==> src/verilog/adcrt_pkg.sv <==
// constants, types and register map of the read-triggered converter control block
// What this block does
// - a processor read of the conversion result register made while the engine is idle starts a new conversion.
// - every read of the result register returns the latest sample together with engine status.
// - bit 31 is the completion flag, and a zero there tells software to read again.
// - the sample sits in the low 16 bits and software masks off everything above them.
// - a read made while a conversion runs leaves that conversion untouched.
// - divider register bit 16 picks reference divided by 4 when clear, by 16 when set.
package adcrt_pkg;

  // ----------------------------------------
  // register offsets
  // ----------------------------------------
  localparam logic [7:0] ADCRT_RESULT_OFS = 8'h00;
  localparam logic [7:0] ADCRT_CLKDIV_OFS = 8'h04;
  localparam logic [7:0] ADCRT_INT_STATUS_OFS = 8'h08;
  localparam logic [7:0] ADCRT_INT_MASK_OFS = 8'h0c;

  // ----------------------------------------
  // field positions and reset values
  // ----------------------------------------
  localparam int ADCRT_DIV_SEL_BIT = 16;
  localparam int ADCRT_INT_DONE_BIT = 0;
  localparam logic ADCRT_DIV_SEL_RST = 1'h0;
  localparam logic ADCRT_INT_STATUS_RST = 1'h0;
  localparam logic ADCRT_INT_MASK_RST = 1'h0;
  localparam logic [15:0] ADCRT_SAMPLE_RST = 16'h0000;

  // ----------------------------------------
  // timing counts
  // ----------------------------------------
  localparam logic [3:0] ADCRT_DIV_FAST = 4'h3;
  localparam logic [3:0] ADCRT_DIV_SLOW = 4'hf;
  localparam logic [4:0] ADCRT_CONV_TICKS = 5'h10;

  // ----------------------------------------
  // types
  // ----------------------------------------
  typedef enum logic [0:0] {
    ADCRT_IDLE = 1'b0,
    ADCRT_CONV = 1'b1
  } adcrt_state_t;

  typedef struct packed {
    logic done;
    logic [14:0] rsvd;
    logic [15:0] sample;
  } adcrt_result_t;

endpackage

==> src/verilog/adcrt_top.sv <==
// read-triggered converter engine with its AHB-Lite register slave
//
// The address map and the AHB-Lite register port are this design's own decisions.
`timescale 1ns/1ps
module adcrt_top
  import adcrt_pkg::*;
(
  input wire logic clock,
  input wire logic rstn,
  input wire logic hsel,
  input wire logic [31:0] haddr,
  input wire logic [1:0] htrans,
  input wire logic hwrite,
  input wire logic [2:0] hsize,
  input wire logic [31:0] hwdata,
  input wire logic hready,
  output logic hreadyout,
  output logic hresp,
  output logic [31:0] hrdata,
  input wire logic ext_ref_clk,
  input wire logic [15:0] analog_code,
  output logic conversion_busy,
  output logic irq
);

  // ----------------------------------------
  // reference clock and divider
  // ----------------------------------------
  logic ref_lvl, ref_prev_q, ref_rise, conv_tick;

  adcrt_sync u_ref_sync (
    .clock(clock),
    .rstn(rstn),
    .async_in(ext_ref_clk),
    .level(ref_lvl)
  );

  assign ref_rise = ref_lvl & ~ref_prev_q;

  logic div_sel_q, div_sel_d;

  adcrt_clkdiv u_div (
    .clock(clock),
    .rstn(rstn),
    .ref_rise(ref_rise),
    .div_sel(div_sel_q),
    .conv_tick(conv_tick)
  );

  // ----------------------------------------
  // bus decode
  // ----------------------------------------
  logic addr_ok, rd_req, trigger;
  logic wr_pend_q, wr_pend_d;
  logic [7:0] wr_addr_q, wr_addr_d;
  logic [31:0] hrdata_q, hrdata_d;

  // sub-word sizes are not expected; the full word is decoded regardless
  assign addr_ok = hsel & htrans[1] & hready;
  assign rd_req = addr_ok & ~hwrite;
  assign trigger = rd_req & (haddr[7:0] == ADCRT_RESULT_OFS);

  // ----------------------------------------
  // conversion engine
  // ----------------------------------------
  adcrt_state_t state_q, state_d;
  logic [4:0] tcnt_q, tcnt_d;
  logic [15:0] sample_q, sample_d;
  logic done_q, done_d;
  logic conv_end;
  adcrt_result_t result;

  always_comb begin
    state_d = state_q;
    tcnt_d = tcnt_q;
    sample_d = sample_q;
    done_d = done_q;
    conv_end = 1'b0;
    case (state_q)
      ADCRT_IDLE: begin
        if (trigger) begin
          state_d = ADCRT_CONV;
          tcnt_d = 5'h00;
          done_d = 1'b0;
        end
      end
      ADCRT_CONV: begin
        // triggers are ignored here so the running result is kept intact
        if (conv_tick) begin
          if (tcnt_q == ADCRT_CONV_TICKS - 5'h01) begin
            state_d = ADCRT_IDLE;
            sample_d = analog_code;
            done_d = 1'b1;
            conv_end = 1'b1;
          end else begin
            tcnt_d = tcnt_q + 5'h01;
          end
        end
      end
      default: begin
        state_d = ADCRT_IDLE;
      end
    endcase
  end

  // read returns status and sample as they stand before the trigger acts
  always_comb begin
    result.done = done_q;
    result.rsvd = 15'h0000;
    result.sample = sample_q;
  end

  // ----------------------------------------
  // registers and interrupt
  // ----------------------------------------
  logic int_sts_q, int_sts_d, int_mask_q, int_mask_d;
  logic wr_status, wr_mask, wr_div;

  assign wr_status = wr_pend_q & (wr_addr_q == ADCRT_INT_STATUS_OFS);
  assign wr_mask = wr_pend_q & (wr_addr_q == ADCRT_INT_MASK_OFS);
  assign wr_div = wr_pend_q & (wr_addr_q == ADCRT_CLKDIV_OFS);

  always_comb begin
    wr_pend_d = addr_ok & hwrite;
    wr_addr_d = addr_ok ? haddr[7:0] : wr_addr_q;
    div_sel_d = wr_div ? hwdata[ADCRT_DIV_SEL_BIT] : div_sel_q;
    int_mask_d = wr_mask ? hwdata[ADCRT_INT_DONE_BIT] : int_mask_q;
    // a completion in the clearing cycle wins over the clear
    int_sts_d = (int_sts_q & ~(wr_status & hwdata[ADCRT_INT_DONE_BIT])) | conv_end;
    hrdata_d = hrdata_q;
    if (rd_req) begin
      case (haddr[7:0])
        ADCRT_RESULT_OFS: hrdata_d = result;
        ADCRT_CLKDIV_OFS: hrdata_d = 32'(div_sel_q) << ADCRT_DIV_SEL_BIT;
        ADCRT_INT_STATUS_OFS: hrdata_d = {31'h0, int_sts_q};
        ADCRT_INT_MASK_OFS: hrdata_d = {31'h0, int_mask_q};
        default: hrdata_d = 32'h0000_0000;
      endcase
    end
  end

  always_ff @(posedge clock or negedge rstn) begin
    if (!rstn) begin
      ref_prev_q <= 1'b0;
      state_q <= ADCRT_IDLE;
      tcnt_q <= 5'h00;
      sample_q <= ADCRT_SAMPLE_RST;
      done_q <= 1'b0;
      wr_pend_q <= 1'b0;
      wr_addr_q <= 8'h00;
      hrdata_q <= 32'h0000_0000;
      div_sel_q <= ADCRT_DIV_SEL_RST;
      int_sts_q <= ADCRT_INT_STATUS_RST;
      int_mask_q <= ADCRT_INT_MASK_RST;
    end else begin
      ref_prev_q <= ref_lvl;
      state_q <= state_d;
      tcnt_q <= tcnt_d;
      sample_q <= sample_d;
      done_q <= done_d;
      wr_pend_q <= wr_pend_d;
      wr_addr_q <= wr_addr_d;
      hrdata_q <= hrdata_d;
      div_sel_q <= div_sel_d;
      int_sts_q <= int_sts_d;
      int_mask_q <= int_mask_d;
    end
  end

  // zero wait states, always OKAY
  assign hreadyout = 1'b1;
  assign hresp = 1'b0;
  assign hrdata = hrdata_q;
  assign conversion_busy = (state_q == ADCRT_CONV);
  assign irq = int_sts_q & int_mask_q;

endmodule // adcrt_top

==> src/verilog/adcrt_sync.sv <==
// three-stage input synchroniser with agreement filter
`timescale 1ns/1ps
module adcrt_sync (
  input wire logic clock,
  input wire logic rstn,
  input wire logic async_in,
  output logic level
);
  logic s1_q, s2_q, s3_q, lvl_q, lvl_d;

  // first stage feeds only the second
  always_comb begin
    lvl_d = (s2_q == s3_q) ? s3_q : lvl_q;
  end

  always_ff @(posedge clock or negedge rstn) begin
    if (!rstn) begin
      s1_q <= 1'b0;
      s2_q <= 1'b0;
      s3_q <= 1'b0;
      lvl_q <= 1'b0;
    end else begin
      s1_q <= async_in;
      s2_q <= s1_q;
      s3_q <= s2_q;
      lvl_q <= lvl_d;
    end
  end

  assign level = lvl_q;
endmodule // adcrt_sync

==> src/verilog/adcrt_clkdiv.sv <==
// converter clock divider: reference edges divided by 4 or 16
`timescale 1ns/1ps
module adcrt_clkdiv
  import adcrt_pkg::*;
(
  input wire logic clock,
  input wire logic rstn,
  input wire logic ref_rise,
  input wire logic div_sel,
  output logic conv_tick
);
  logic [3:0] cnt_q, cnt_d, limit;
  logic tick_q, tick_d;

  always_comb begin
    limit = div_sel ? ADCRT_DIV_SLOW : ADCRT_DIV_FAST;
    cnt_d = cnt_q;
    tick_d = 1'b0;
    if (ref_rise) begin
      if (cnt_q >= limit) begin
        cnt_d = 4'h0;
        tick_d = 1'b1;
      end else begin
        cnt_d = cnt_q + 4'h1;
      end
    end
  end

  always_ff @(posedge clock or negedge rstn) begin
    if (!rstn) begin
      cnt_q <= 4'h0;
      tick_q <= 1'b0;
    end else begin
      cnt_q <= cnt_d;
      tick_q <= tick_d;
    end
  end

  assign conv_tick = tick_q;
endmodule // adcrt_clkdiv

==> config.mk <==
export PLATFORM = sky130hd
export DESIGN_NAME = adcrt_top
export DESIGN_NICKNAME = d
export VERILOG_FILES = /design/src/verilog/adcrt_pkg.sv /design/src/verilog/adcrt_top.sv /design/src/verilog/adcrt_sync.sv /design/src/verilog/adcrt_clkdiv.sv
export SDC_FILE = /design/constraint.sdc
export NUM_CORES = 1
export LEC_CHECK = 0
export BUFFER_PORTS_ARGS = -buffer_cell sky130_fd_sc_hd__buf_4
export CORE_MARGIN = 2
export CORE_UTILIZATION = 39
export DETAILED_ROUTE_END_ITERATION = 16
export PLACE_DENSITY = 0.69
export SETUP_SLACK_MARGIN = 0.02
export SKIP_CTS_REPAIR_TIMING = 1
export SYNTH_ARGS = -nofsm -noshare
export SYNTH_HDL_FRONTEND = slang
export SYNTH_SLANG_ARGS = --single-unit
==> constraint.sdc <==
create_clock -name clock -period 6.14 [get_ports clock]
set_input_delay 1.228 -clock clock [delete_from_list [all_inputs] [get_ports clock]]
set_output_delay 1.228 -clock clock [all_outputs]
set_load 0.02 [all_outputs]
==> summary.txt, run 1 <==
Finish
  – Fraction of layout cells with a size suffix above 1: 38.3%
  – ANT cells: 0
  – Core Util, Final: slightly below 50%
  – Most frequent cells in the layout: dfrtp_1 (63), buf_4 (53), mux2_2 (27), a22o_1 (16), conb_1 (16)
  – Commonest non-fill, non-tap cell in the layout: dfrtp_1
  – Final #Nets: about 360
  – Fillers: around 590
  – Layout area overhead: 23.0%

Global routing
  – Vias in the first global route: 1769
  – GR Util All Layers: between 10% and 20%
  – Largest net degree at the start of global routing: 64
  – Initial antenna violation count: 0
  – First-pass GRT wire length: 8.25 mm
  – GRT Residual Overflow: 0

CTS
  – TritonCTS Buffers: 9
  – Clock-pin slew on the worst setup and hold paths: 0.06 ns
  – H-Tree Depth: 3
  – Clock buffer depth: 2
  – CTS tree: done
  – Clk root buf: clkbuf_8
  – Clk_lat worst skew: 0.33 ns
  – Num Clock Sinks: 63

Placement
  – Final GP Congestion: roughly 0.72
  – IO Port Bufs: between 50 and 60
  – HPWL Detailed: roughly 3.2 mm

Run status
  – Status: finished clean

Worst setup path
  – R2r startpoint: tcnt_q[0]
  – Startpoint types: input pin
  – Crit path kind: in -> reg
  – Critical Path AT: between 3 and 4 ns
  – Worst R2R End: sample_q[1]
  – Req. time, crit path: roughly 6.3 ns
  – Reg2Reg Setup Slack: between 3 and 4 ns
  – Worst path cell trace: buf_4 > or4_4 > nor4_4 > o211ai_1
  – Crit-path max cell delay: a little over 0.9 ns
  – Setup crit end kind: flop
  – CP max-delay cell: nor4_4
  – R2R depth: 5
  – CP Max Fanout: 18

Timing
  – Fin crit share: a little under half
  – # setup viols final: 0
  – Clock Skew: between 0.005 and 0.006 ns
  – Final max-slew violation count: 0
  – Minimum clock period: 2.89 ns
  – Worst Max-Slew Pin Slew: around 1.1 ns
  – Total Negative Setup Slacks: 0 ns
  – Slew headroom: between 20 and 30%
  – RSZ-0062 raised after global routing: false
  – Final Hold Fails: 0
  – Max Clock Freq: ~350 MHz

Route
  – DRT Pass-1 Iters: 4
  – Vias per inst: 5.03
  – Wire length on met3: 283 um
  – Met2 wire len: about 2.3 mm
  – Antenna Violating Nets Remaining: 0
  – WL met1: 2.17 mm
  – DRT Wirelength: 4.83 mm
  – WL/cell: ~14 um
  – Vias: 1731
  – DR top layer: met4
  – 1st-iter DRT viols: between 90 and 100
  – DRC violations left: 0

Floorplan
  – Starting Density: approximately two fifths
  – Std-Cell Rows: 30
  – Chip width: roughly 87 um
  – Number of top-level pins: between 100 and 150
  – Die ar.: 7550 um2
  – Core area: approximately 6700 um2
  – Die Y-Extent: a little under 90 um

Power and ir drop
  – Pleak: roughly 1.6 nW
  – Max rail drop VDD: 128 uV
  – Pwr per Cell Area: a little under 300 nW/um2

Logic synthesis
  – Yosys Warn Count: 0
  – Synthesized area: about 2700 um2
  – Yosys reg bits: 63
  – Synth async-reset ratio: 100%
  – Post-synth EDFFs: 0
  – Synth Area in Compound Gates: 10.0%
  – Main combinational cell family by area after synthesis: multiplexers
  – Adder-Cell Fraction of Synth Area: 2.71%
  – Cell variety after synth: 42
  – Synth Area in Simple Gates: under 10%
  – Seq/Total Area, Yosys: roughly three fifths
  – Post-synthesis xor/xnor area fraction: less than 1%
  – Main synth FF type: dfrtp_1
  – Mux contribution to synthesized area: 11.7%
  – Syn_area_per_cell: around 13 um2
  – Syn Inst Count: approximately 200

Run
  – Max-Cap Viols: 0

Min path
  – Hold Path Stages: 0
  – HP Class: reg -> reg
  – Worst Hold End: u_ref_sync.s2_q
  – Hold path start: u_ref_sync.s1_q
[worst max path at each step]
stage	from	endpoint	slack (ns)	depth (start not counted)
final	haddr[1]	tcnt_q[3]	3.25	4
after global routing	haddr[1]	tcnt_q[3]	3.11	4
after CTS	haddr[1]	tcnt_q[3]	3.24	4
after detailed placement	haddr[1]	tcnt_q[3]	2.87	4
after global placement	haddr[1]	tcnt_q[3]	2.87	4
after floorplan	haddr[1]	tcnt_q[3]	3.50	4
[through the flow]
step,setup WS (ns),hold WS (ns),cells,cell area (um2),total power (W)
6_report,3.25,0.351,344,3290,0.000978
5_1_grt,3.11,0.367,344,3290,0.00103
4_1_cts,3.24,0.356,344,3290,0.000993
3_5_place_dp,2.87,0.340,329,3080,0.000600
3_3_place_gp,2.87,0.334,329,3080,0.000595
2_1_floorplan,3.50,0.331,217,2730,0.000563
[layer usage]
metal	up-vias	track usage, %
met5	-	0
met4	0	7.24
met3	6	4.74
met2	49	22.5
met1	856	18.4
li1	820	-
[synth_stat cells (2+ instances only)]
cell      count  area share [%]
o22ai_1       2            0.47
nor2_1        4            0.56
nor4_1        2            0.47
conb_1        2            0.28
dfrtp_1      63              59
buf_4        16             4.5
o211ai_1      2            0.56
nand2_1       9             1.3
a22o_1       16             5.2
nand3_1       4            0.75
nand4b_1      3            0.98
o21ai_0       5            0.93
ha_1          5             2.3
mux2_2       27              11
nand4_1       2            0.47
a21o_1        3            0.84
inv_1         7            0.98
clkbuf_1      4            0.56
nor2b_1       2            0.47
nor3b_1       2            0.56
or2_2         2            0.47
[worst max-delay path: cells and delay by family]
kind / cells / cell delay [ns]
and+or+nand+nor: 2 / 1.51
AOI/OAI and AO/OA: 1 / 0.20
buffers and inverters: 1 / 0.11
[sequential cells by signal, indices dropped and copies added, names as in the netlist]
name,count
wr_pend_q,1
u_ref_sync.s1_q,1
conversion_busy,1
u_ref_sync.s3_q,1
div_sel_q,1
ref_prev_q,1
u_ref_sync.level,1
u_div.conv_tick,1
sample_q,16
u_div.cnt_q,4
tcnt_q,5
int_sts_q,1
done_q,1
int_mask_q,1
u_ref_sync.s2_q,1
wr_addr_q,8
hrdata,18
[cell type report]
cell class / count / area, um2 / share of cell area (%)
Tap cell: 80 / 100 / 3.04
Clock buffer: 11 / 141 / 4.29
Inverter: 7 / 26.3 / 0.798
Clock inverter: 4 / 70.1 / 2.13
Sequential cell: 63 / 1580 / 47.9
Timing Repair Buffer: 53 / 398 / 12.1
Multi-Input combinational cell: 126 / 982 / 29.8
[cell families after synthesis]
logic type	count (synthesis)
compound gates	35
xor+xnor	1
fa+ha+maj	6
buf+inv	28
flops	63
mux	28
other cells	2
simple gates	40
[power by group]
part / leakage [nW] / switching, W / internal [W] / total [W]
combinational: 0.721 / 0.0000569 / 0.0000566 / 0.000113
sequential: 0.767 / 0.0000272 / 0.000451 / 0.000478
clock: 0.109 / 0.000151 / 0.000236 / 0.000387
No activity file was read; power rests on OpenSTA's default activity.
==> inputs of run 2 (changes only) <==
PLACE_DENSITY = 0.72   (was 0.69)
clock period = 2.5 ns   (was 6.14 ns; I/O delays follow)
==> summary.txt, run 2 (synthesis results as in run 1) <==
Global routing
  – Vias in the first global route: 1694 (-4.2%)
  – Initial antenna violation count: 0 (unchanged)
  – First-pass GRT wire length: 8.07 mm (-2.2%)
  – GRT Residual Overflow: 0 (unchanged)
  – GR Util All Layers: 14.1% (-0.46 points)
  – Largest net degree at the start of global routing: 64 (unchanged)

Route
  – DRT Pass-1 Iters: 4 (unchanged)
  – Antenna Violating Nets Remaining: 0 (unchanged)
  – Vias per inst: 4.98 (-0.98%)
  – Vias: 1734 (+0.17%)
  – DRC violations left: 0 (unchanged)
  – WL/cell: 14.2 um (+0.86%)
  – 1st-iter DRT viols: 47 (-49%)
  – DRT Wirelength: 4.93 mm (+2.0%)

Placement
  – Final GP Congestion: 0.727 (+0.53%)
  – HPWL Detailed: 3.32 mm (+5.0%)
  – IO Port Bufs: 52 (unchanged)

Floorplan
  – Std-Cell Rows: 30 (unchanged)
  – Die Y-Extent: 86.9 um (unchanged)
  – Starting Density: 39.9% (unchanged)
  – Chip width: 86.9 um (unchanged)
  – Core area: 6720 um2 (unchanged)
  – Die ar.: 7550 um2 (unchanged)
  – Number of top-level pins: 127 (unchanged)

CTS
  – Num Clock Sinks: 63 (unchanged)
  – TritonCTS Buffers: 9 (unchanged)
  – Clock-pin slew on the worst setup and hold paths: 0.07 ns (about the same)
  – CTS tree: done
  – Clock buffer depth: 2 (unchanged)
  – H-Tree Depth: 3 (unchanged)
  – Clk root buf: clkbuf_8
  – Clk_lat worst skew: 0.33 ns (about the same)

Timing
  – Final max-slew violation count: 0 (unchanged)
  – Hold_ws: 0.229 ns (-0.122 ns)
  – # setup viols final: 0 (unchanged)
  – Max Clock Freq: 513 MHz
  – Total Negative Setup Slacks: 0 ns (unchanged)
  – Worst Max-Slew Pin Slew: 0.789 ns (-0.271 ns)
  – Final Hold Fails: 0 (unchanged)
  – Clock Skew: 0.00776 ns (+0.00275 ns)
  – RSZ-0062 raised after global routing: false
  – Minimum clock period: 1.95 ns
  – Fin crit share: between 70% and 80%
  – Slew headroom: 47.4% (+19 points)

Finish
  – Multi-input gate area: 982 um2 (unchanged)
  – ANT cells: 0 (unchanged)
  – Register area: 1580 um2 (unchanged)
  – Final #Nets: 359 (+0.84%)
  – Fraction of layout cells with a size suffix above 1: 39.2% (+0.92 points)
  – Largest register FFs: 18 (unchanged)
  – Fillers: 611 (+4.3%)
  – Commonest non-fill, non-tap cell in the layout: dfrtp_1
  – Most frequent cells in the layout: dfrtp_1 (63), buf_4 (55), mux2_2 (27), a22o_1 (16), conb_1 (16)
  – Layout area overhead: 25.6%

Worst setup path
  – Setup crit end kind: flop
  – Crit path kind: reg -> reg
  – Crit-path max cell delay: 0.41 ns (-0.52 ns)
  – Startpoint types: flop
  – Req. time, crit path: 2.72 ns (-3.59 ns)
  – CP Max Fanout: 13 (-5)
  – Critical Path AT: 2.17 ns (-0.89 ns)
  – Worst path cell trace: ha_1 > and3_1 > ha_1 > nand3_1 > buf_12 > mux2_2
  – Cell mode on critical path: ha_1
  – CP max-delay cell: dfrtp_1

Power and ir drop
  – Pleak: 1.62 nW (+1.7%)
  – Max rail drop VDD: 394 uV (+210%)
  – Pwr per Cell Area: 754 nW/um2 (+150%)

Run
  – Max-Cap Viols: 0 (unchanged)

Run status
  – Status: finished clean

Min path
  – HP Class: in -> async
==> run 2: stage by stage <==
stage / setup WS [ns] / instances / util, % / power (W) / instance area, um2
2_1_floorplan: 0.496 / 217 / - / 0.00138 / 2730
3_3_place_gp: 0.488 / 332 / 46.4 / 0.00146 / 3120
3_5_place_dp: 0.474 / 332 / 46.4 / 0.00148 / 3120
4_1_cts: 0.534 / 348 / 50.1 / 0.00257 / 3360
5_1_grt: 0.451 / 348 / 50.1 / 0.00266 / 3360
6_report: 0.550 / 348 / 50.1 / 0.00254 / 3360
==> run 2: path summary, 6_finish.rpt <==
path / slack [ns] / from / end / cells past startpoint
min: 0.23 / rstn / u_div.cnt_q[3] / 1
max in group asynchronous: 1.73 / rstn / sample_q[14] / 1
min in group clock: 0.28 / ext_ref_clk / u_ref_sync.s1_q / 1
min reg2reg: 0.34 / u_ref_sync.s1_q / u_ref_sync.s2_q / 0
max reg2reg: 0.55 / tcnt_q[0] / sample_q[0] / 6
max: 0.55 / tcnt_q[0] / sample_q[0] / 6
==> run 2: power by group <==
group | total, W | leakage [nW] | internal (W) | switching, W
sequential | 0.00118 | 0.767 | 0.00111 | 0.0000687
combinational | 0.000284 | 0.741 | 0.000139 | 0.000145
clock | 0.00108 | 0.116 | 0.000690 | 0.000388
==> run 2: cell type report <==
| type | instances | share of cell area [%] |
|---|---|---|
| well taps | 80 | 2.98 |
| multi-input cells | 126 | 29.2 |
| clock inverters | 5 | 3.12 |
| repair buffers | 56 | 12.9 |
| flip-flops and latches | 63 | 46.9 |
| clock buffers | 11 | 4.20 |
| inverters | 7 | 0.781 |
==> run 2: worst max-delay path: cells and delay by family, from the launching register on <==
kind          cells  cell delay, ns
fa+ha+maj         2            0.40
buf+inv           1            0.20
simple gates      2            0.48
mux               1            0.33
flops             1            0.41
==> run 2: routing by layer <==
metal | vias to the layer above | GRT usage (%) | wire length [um]
met5 | - | 0 | 0
met4 | 0 | 6.82 | 76
met3 | 7 | 4.27 | 247
met2 | 44 | 20.8 | 2320
met1 | 861 | 19.0 | 2280
li1 | 822 | - | -
==> inputs of run 3 (changes only) <==
clock period = 1.79 ns   (was 2.5 ns; I/O delays follow)
==> summary.txt, run 3 (synthesis results as in run 1) <==
Timing
  – Clock Skew: 0.00864 ns (+0.000875 ns)
  – RSZ-0062 raised after global routing: true
  – Final Hold Fails: 1 (+1)
  – Final worst slack: 0.0579 ns (-0.493 ns)
  – Worst Max-Slew Pin Slew: 0.524 ns (-0.264 ns)
  – Minimum clock period: 1.73 ns (-0.217 ns)
  – Slew headroom: 64.7% (+17 points)
  – Fin crit share: 96.8% (+19 points)
  – # setup viols final: 0 (unchanged)
  – Final max-slew violation count: 0 (unchanged)
  – Hold_ws: -0.00106 ns (-0.230 ns)
  – Max Clock Freq: 577 MHz (+13%)
  – Total Negative Setup Slacks: 0 ns (unchanged)

Power and ir drop
  – Final Total Pwr: 0.00337 W (+33%)
  – Max rail drop VDD: 444 uV (+13%)
  – Pwr per Cell Area: 985 nW/um2 (+31%)
  – Pleak: 1.64 nW (+0.85%)

Finish
  – Largest register FFs: 18 (unchanged)
  – Register area: 1580 um2 (unchanged)
  – Layout area overhead: 27.7%
  – Fillers: 582 (-4.7%)
  – Fraction of layout cells with a size suffix above 1: 41.9% (+2.7 points)
  – Commonest non-fill, non-tap cell in the layout: dfrtp_1
  – Multi-input gate area: 1010 um2 (+2.9%)
  – ANT cells: 0 (unchanged)
  – Final #Nets: 363 (+1.1%)
  – Most frequent cells in the layout: dfrtp_1 (63), buf_4 (57), mux2_2 (27), a22o_1 (16), conb_1 (16)

Floorplan
  – Die Y-Extent: 86.9 um (unchanged)
  – Core area: 6720 um2 (unchanged)
  – Chip width: 86.9 um (unchanged)
  – Number of top-level pins: 127 (unchanged)
  – Std-Cell Rows: 30 (unchanged)
  – Starting Density: 39.9% (unchanged)
  – Die ar.: 7550 um2 (unchanged)

Min path
  – HP Class: in -> async

Worst setup path
  – Reg2Reg Setup Slack: 0.06 ns (-0.49 ns)
  – Worst path cell trace: ha_2 > and3_4 > ha_4 > nand3b_1 > or4b_4 > o211ai_1
  – Crit-path max cell delay: 0.49 ns (+0.08 ns)
  – CP Max Fanout: 3 (-10)
  – Critical Path AT: 1.98 ns (-0.19 ns)
  – Setup crit end kind: flop
  – Req. time, crit path: 2.04 ns (-0.68 ns)
  – CP max-delay cell: or4b_4
  – Startpoint types: flop
  – Crit path kind: reg -> reg

CTS
  – H-Tree Depth: 3 (unchanged)
  – Clk root buf: clkbuf_8
  – Clk_lat worst skew: 0.33 ns (about the same)
  – CTS tree: done
  – Num Clock Sinks: 63 (unchanged)
  – TritonCTS Buffers: 9 (unchanged)
  – Clock-pin slew on the worst setup and hold paths: 0.07 ns (about the same)
  – Clock buffer depth: 2 (unchanged)

Global routing
  – First-pass GRT wire length: 8.46 mm (+4.8%)
  – GR Util All Layers: 14.9% (+0.80 points)
  – Vias in the first global route: 1789 (+5.6%)
  – GRT Residual Overflow: 0 (unchanged)
  – Largest net degree at the start of global routing: 41 (-36%)
  – Initial antenna violation count: 0 (unchanged)

Route
  – Vias per inst: 5.06 (+1.6%)
  – DRT Wirelength: 4.99 mm (+1.2%)
  – Vias: 1782 (+2.8%)
  – DRT Pass-1 Iters: 4 (unchanged)
  – DRC violations left: 0 (unchanged)
  – 1st-iter DRT viols: 86 (+83%)
  – WL/cell: 14.2 um (about the same)
  – Antenna Violating Nets Remaining: 0 (unchanged)

Placement
  – IO Port Bufs: 52 (unchanged)
  – Final GP Congestion: 0.731 (+0.56%)
  – Worst slack at placement: -0.0346 ns (-0.509 ns)
  – HPWL Detailed: 3.45 mm (+3.7%)

Run status
  – Failing checks: hold timing
  – Status: complete, but fails checks

Run
  – Max-Cap Viols: 0 (unchanged)
[run 3: cell types whose count changed in the layout (fill, tap and decap cells not counted), sizes merged]
cell      previous run  this run
buf                 56        60
bufinv               3         1
clkbuf              11        12
clkinvlp             2         3
[run 3: area by class of cell]
cell class                 instances  share of cell area, %
inverter                           7                  0.768
tap                               80                   2.93
sequential                        63                   46.1
clock buffer                      12                   4.83
clock inverter                     4                   1.54
timing repair buffer              60                   14.3
multi-input combinational        126                   29.6
[run 3: stage by stage]
stage	instance area (um2)	hold WS, ns	utilization (%)	instances
after floorplan	2760	0.0624	-	217
after global placement	3190	0.335	47.4	334
after detailed placement	3190	0.335	47.4	334
after CTS	3400	0.0124	50.7	350
after global routing	3420	0.0359	50.9	352
final	3420	-0.00106	50.9	352
[run 3: layer usage]
metal	wire length, um	part of all wire [%]	vias up	track usage, %
met1	2200	44	898	18.9
li1	-	-	826	-
met4	74	1.5	0	5.97
met2	2490	50	50	23.5
met3	230	4.6	8	5.02
met5	0	0	-	0
[run 3: power by group]
group | leakage [nW] | internal [W] | total (W) | switching [W]
Combinational | 0.770 | 0.000216 | 0.000425 | 0.000209
Sequential | 0.767 | 0.00155 | 0.00164 | 0.0000931
Clock | 0.101 | 0.000757 | 0.00130 | 0.000547
Total | 1.64 | 0.00252 | 0.00337 | 0.000848
[run 3: worst paths after layout]
kind	cells after the start	from	end
worst max-delay path	6	tcnt_q[0]	tcnt_q[3]
worst min-delay path	1	rstn	conversion_busy
worst max register to register	6	tcnt_q[0]	tcnt_q[3]
worst min register to register	0	u_ref_sync.s1_q	u_ref_sync.s2_q
max in group asynchronous	2	rstn	u_div.cnt_q[0]
min in group clock	1	ext_ref_clk	u_ref_sync.s1_q
[run 3: worst max-delay path, delay by kind of cell, from the launching register on]
kind	cells	cell delay (ns)
and+or+nand+nor	3	0.82
DFF	1	0.39
adders and majority gates	2	0.35
AOI/OAI and AO/OA	1	0.10
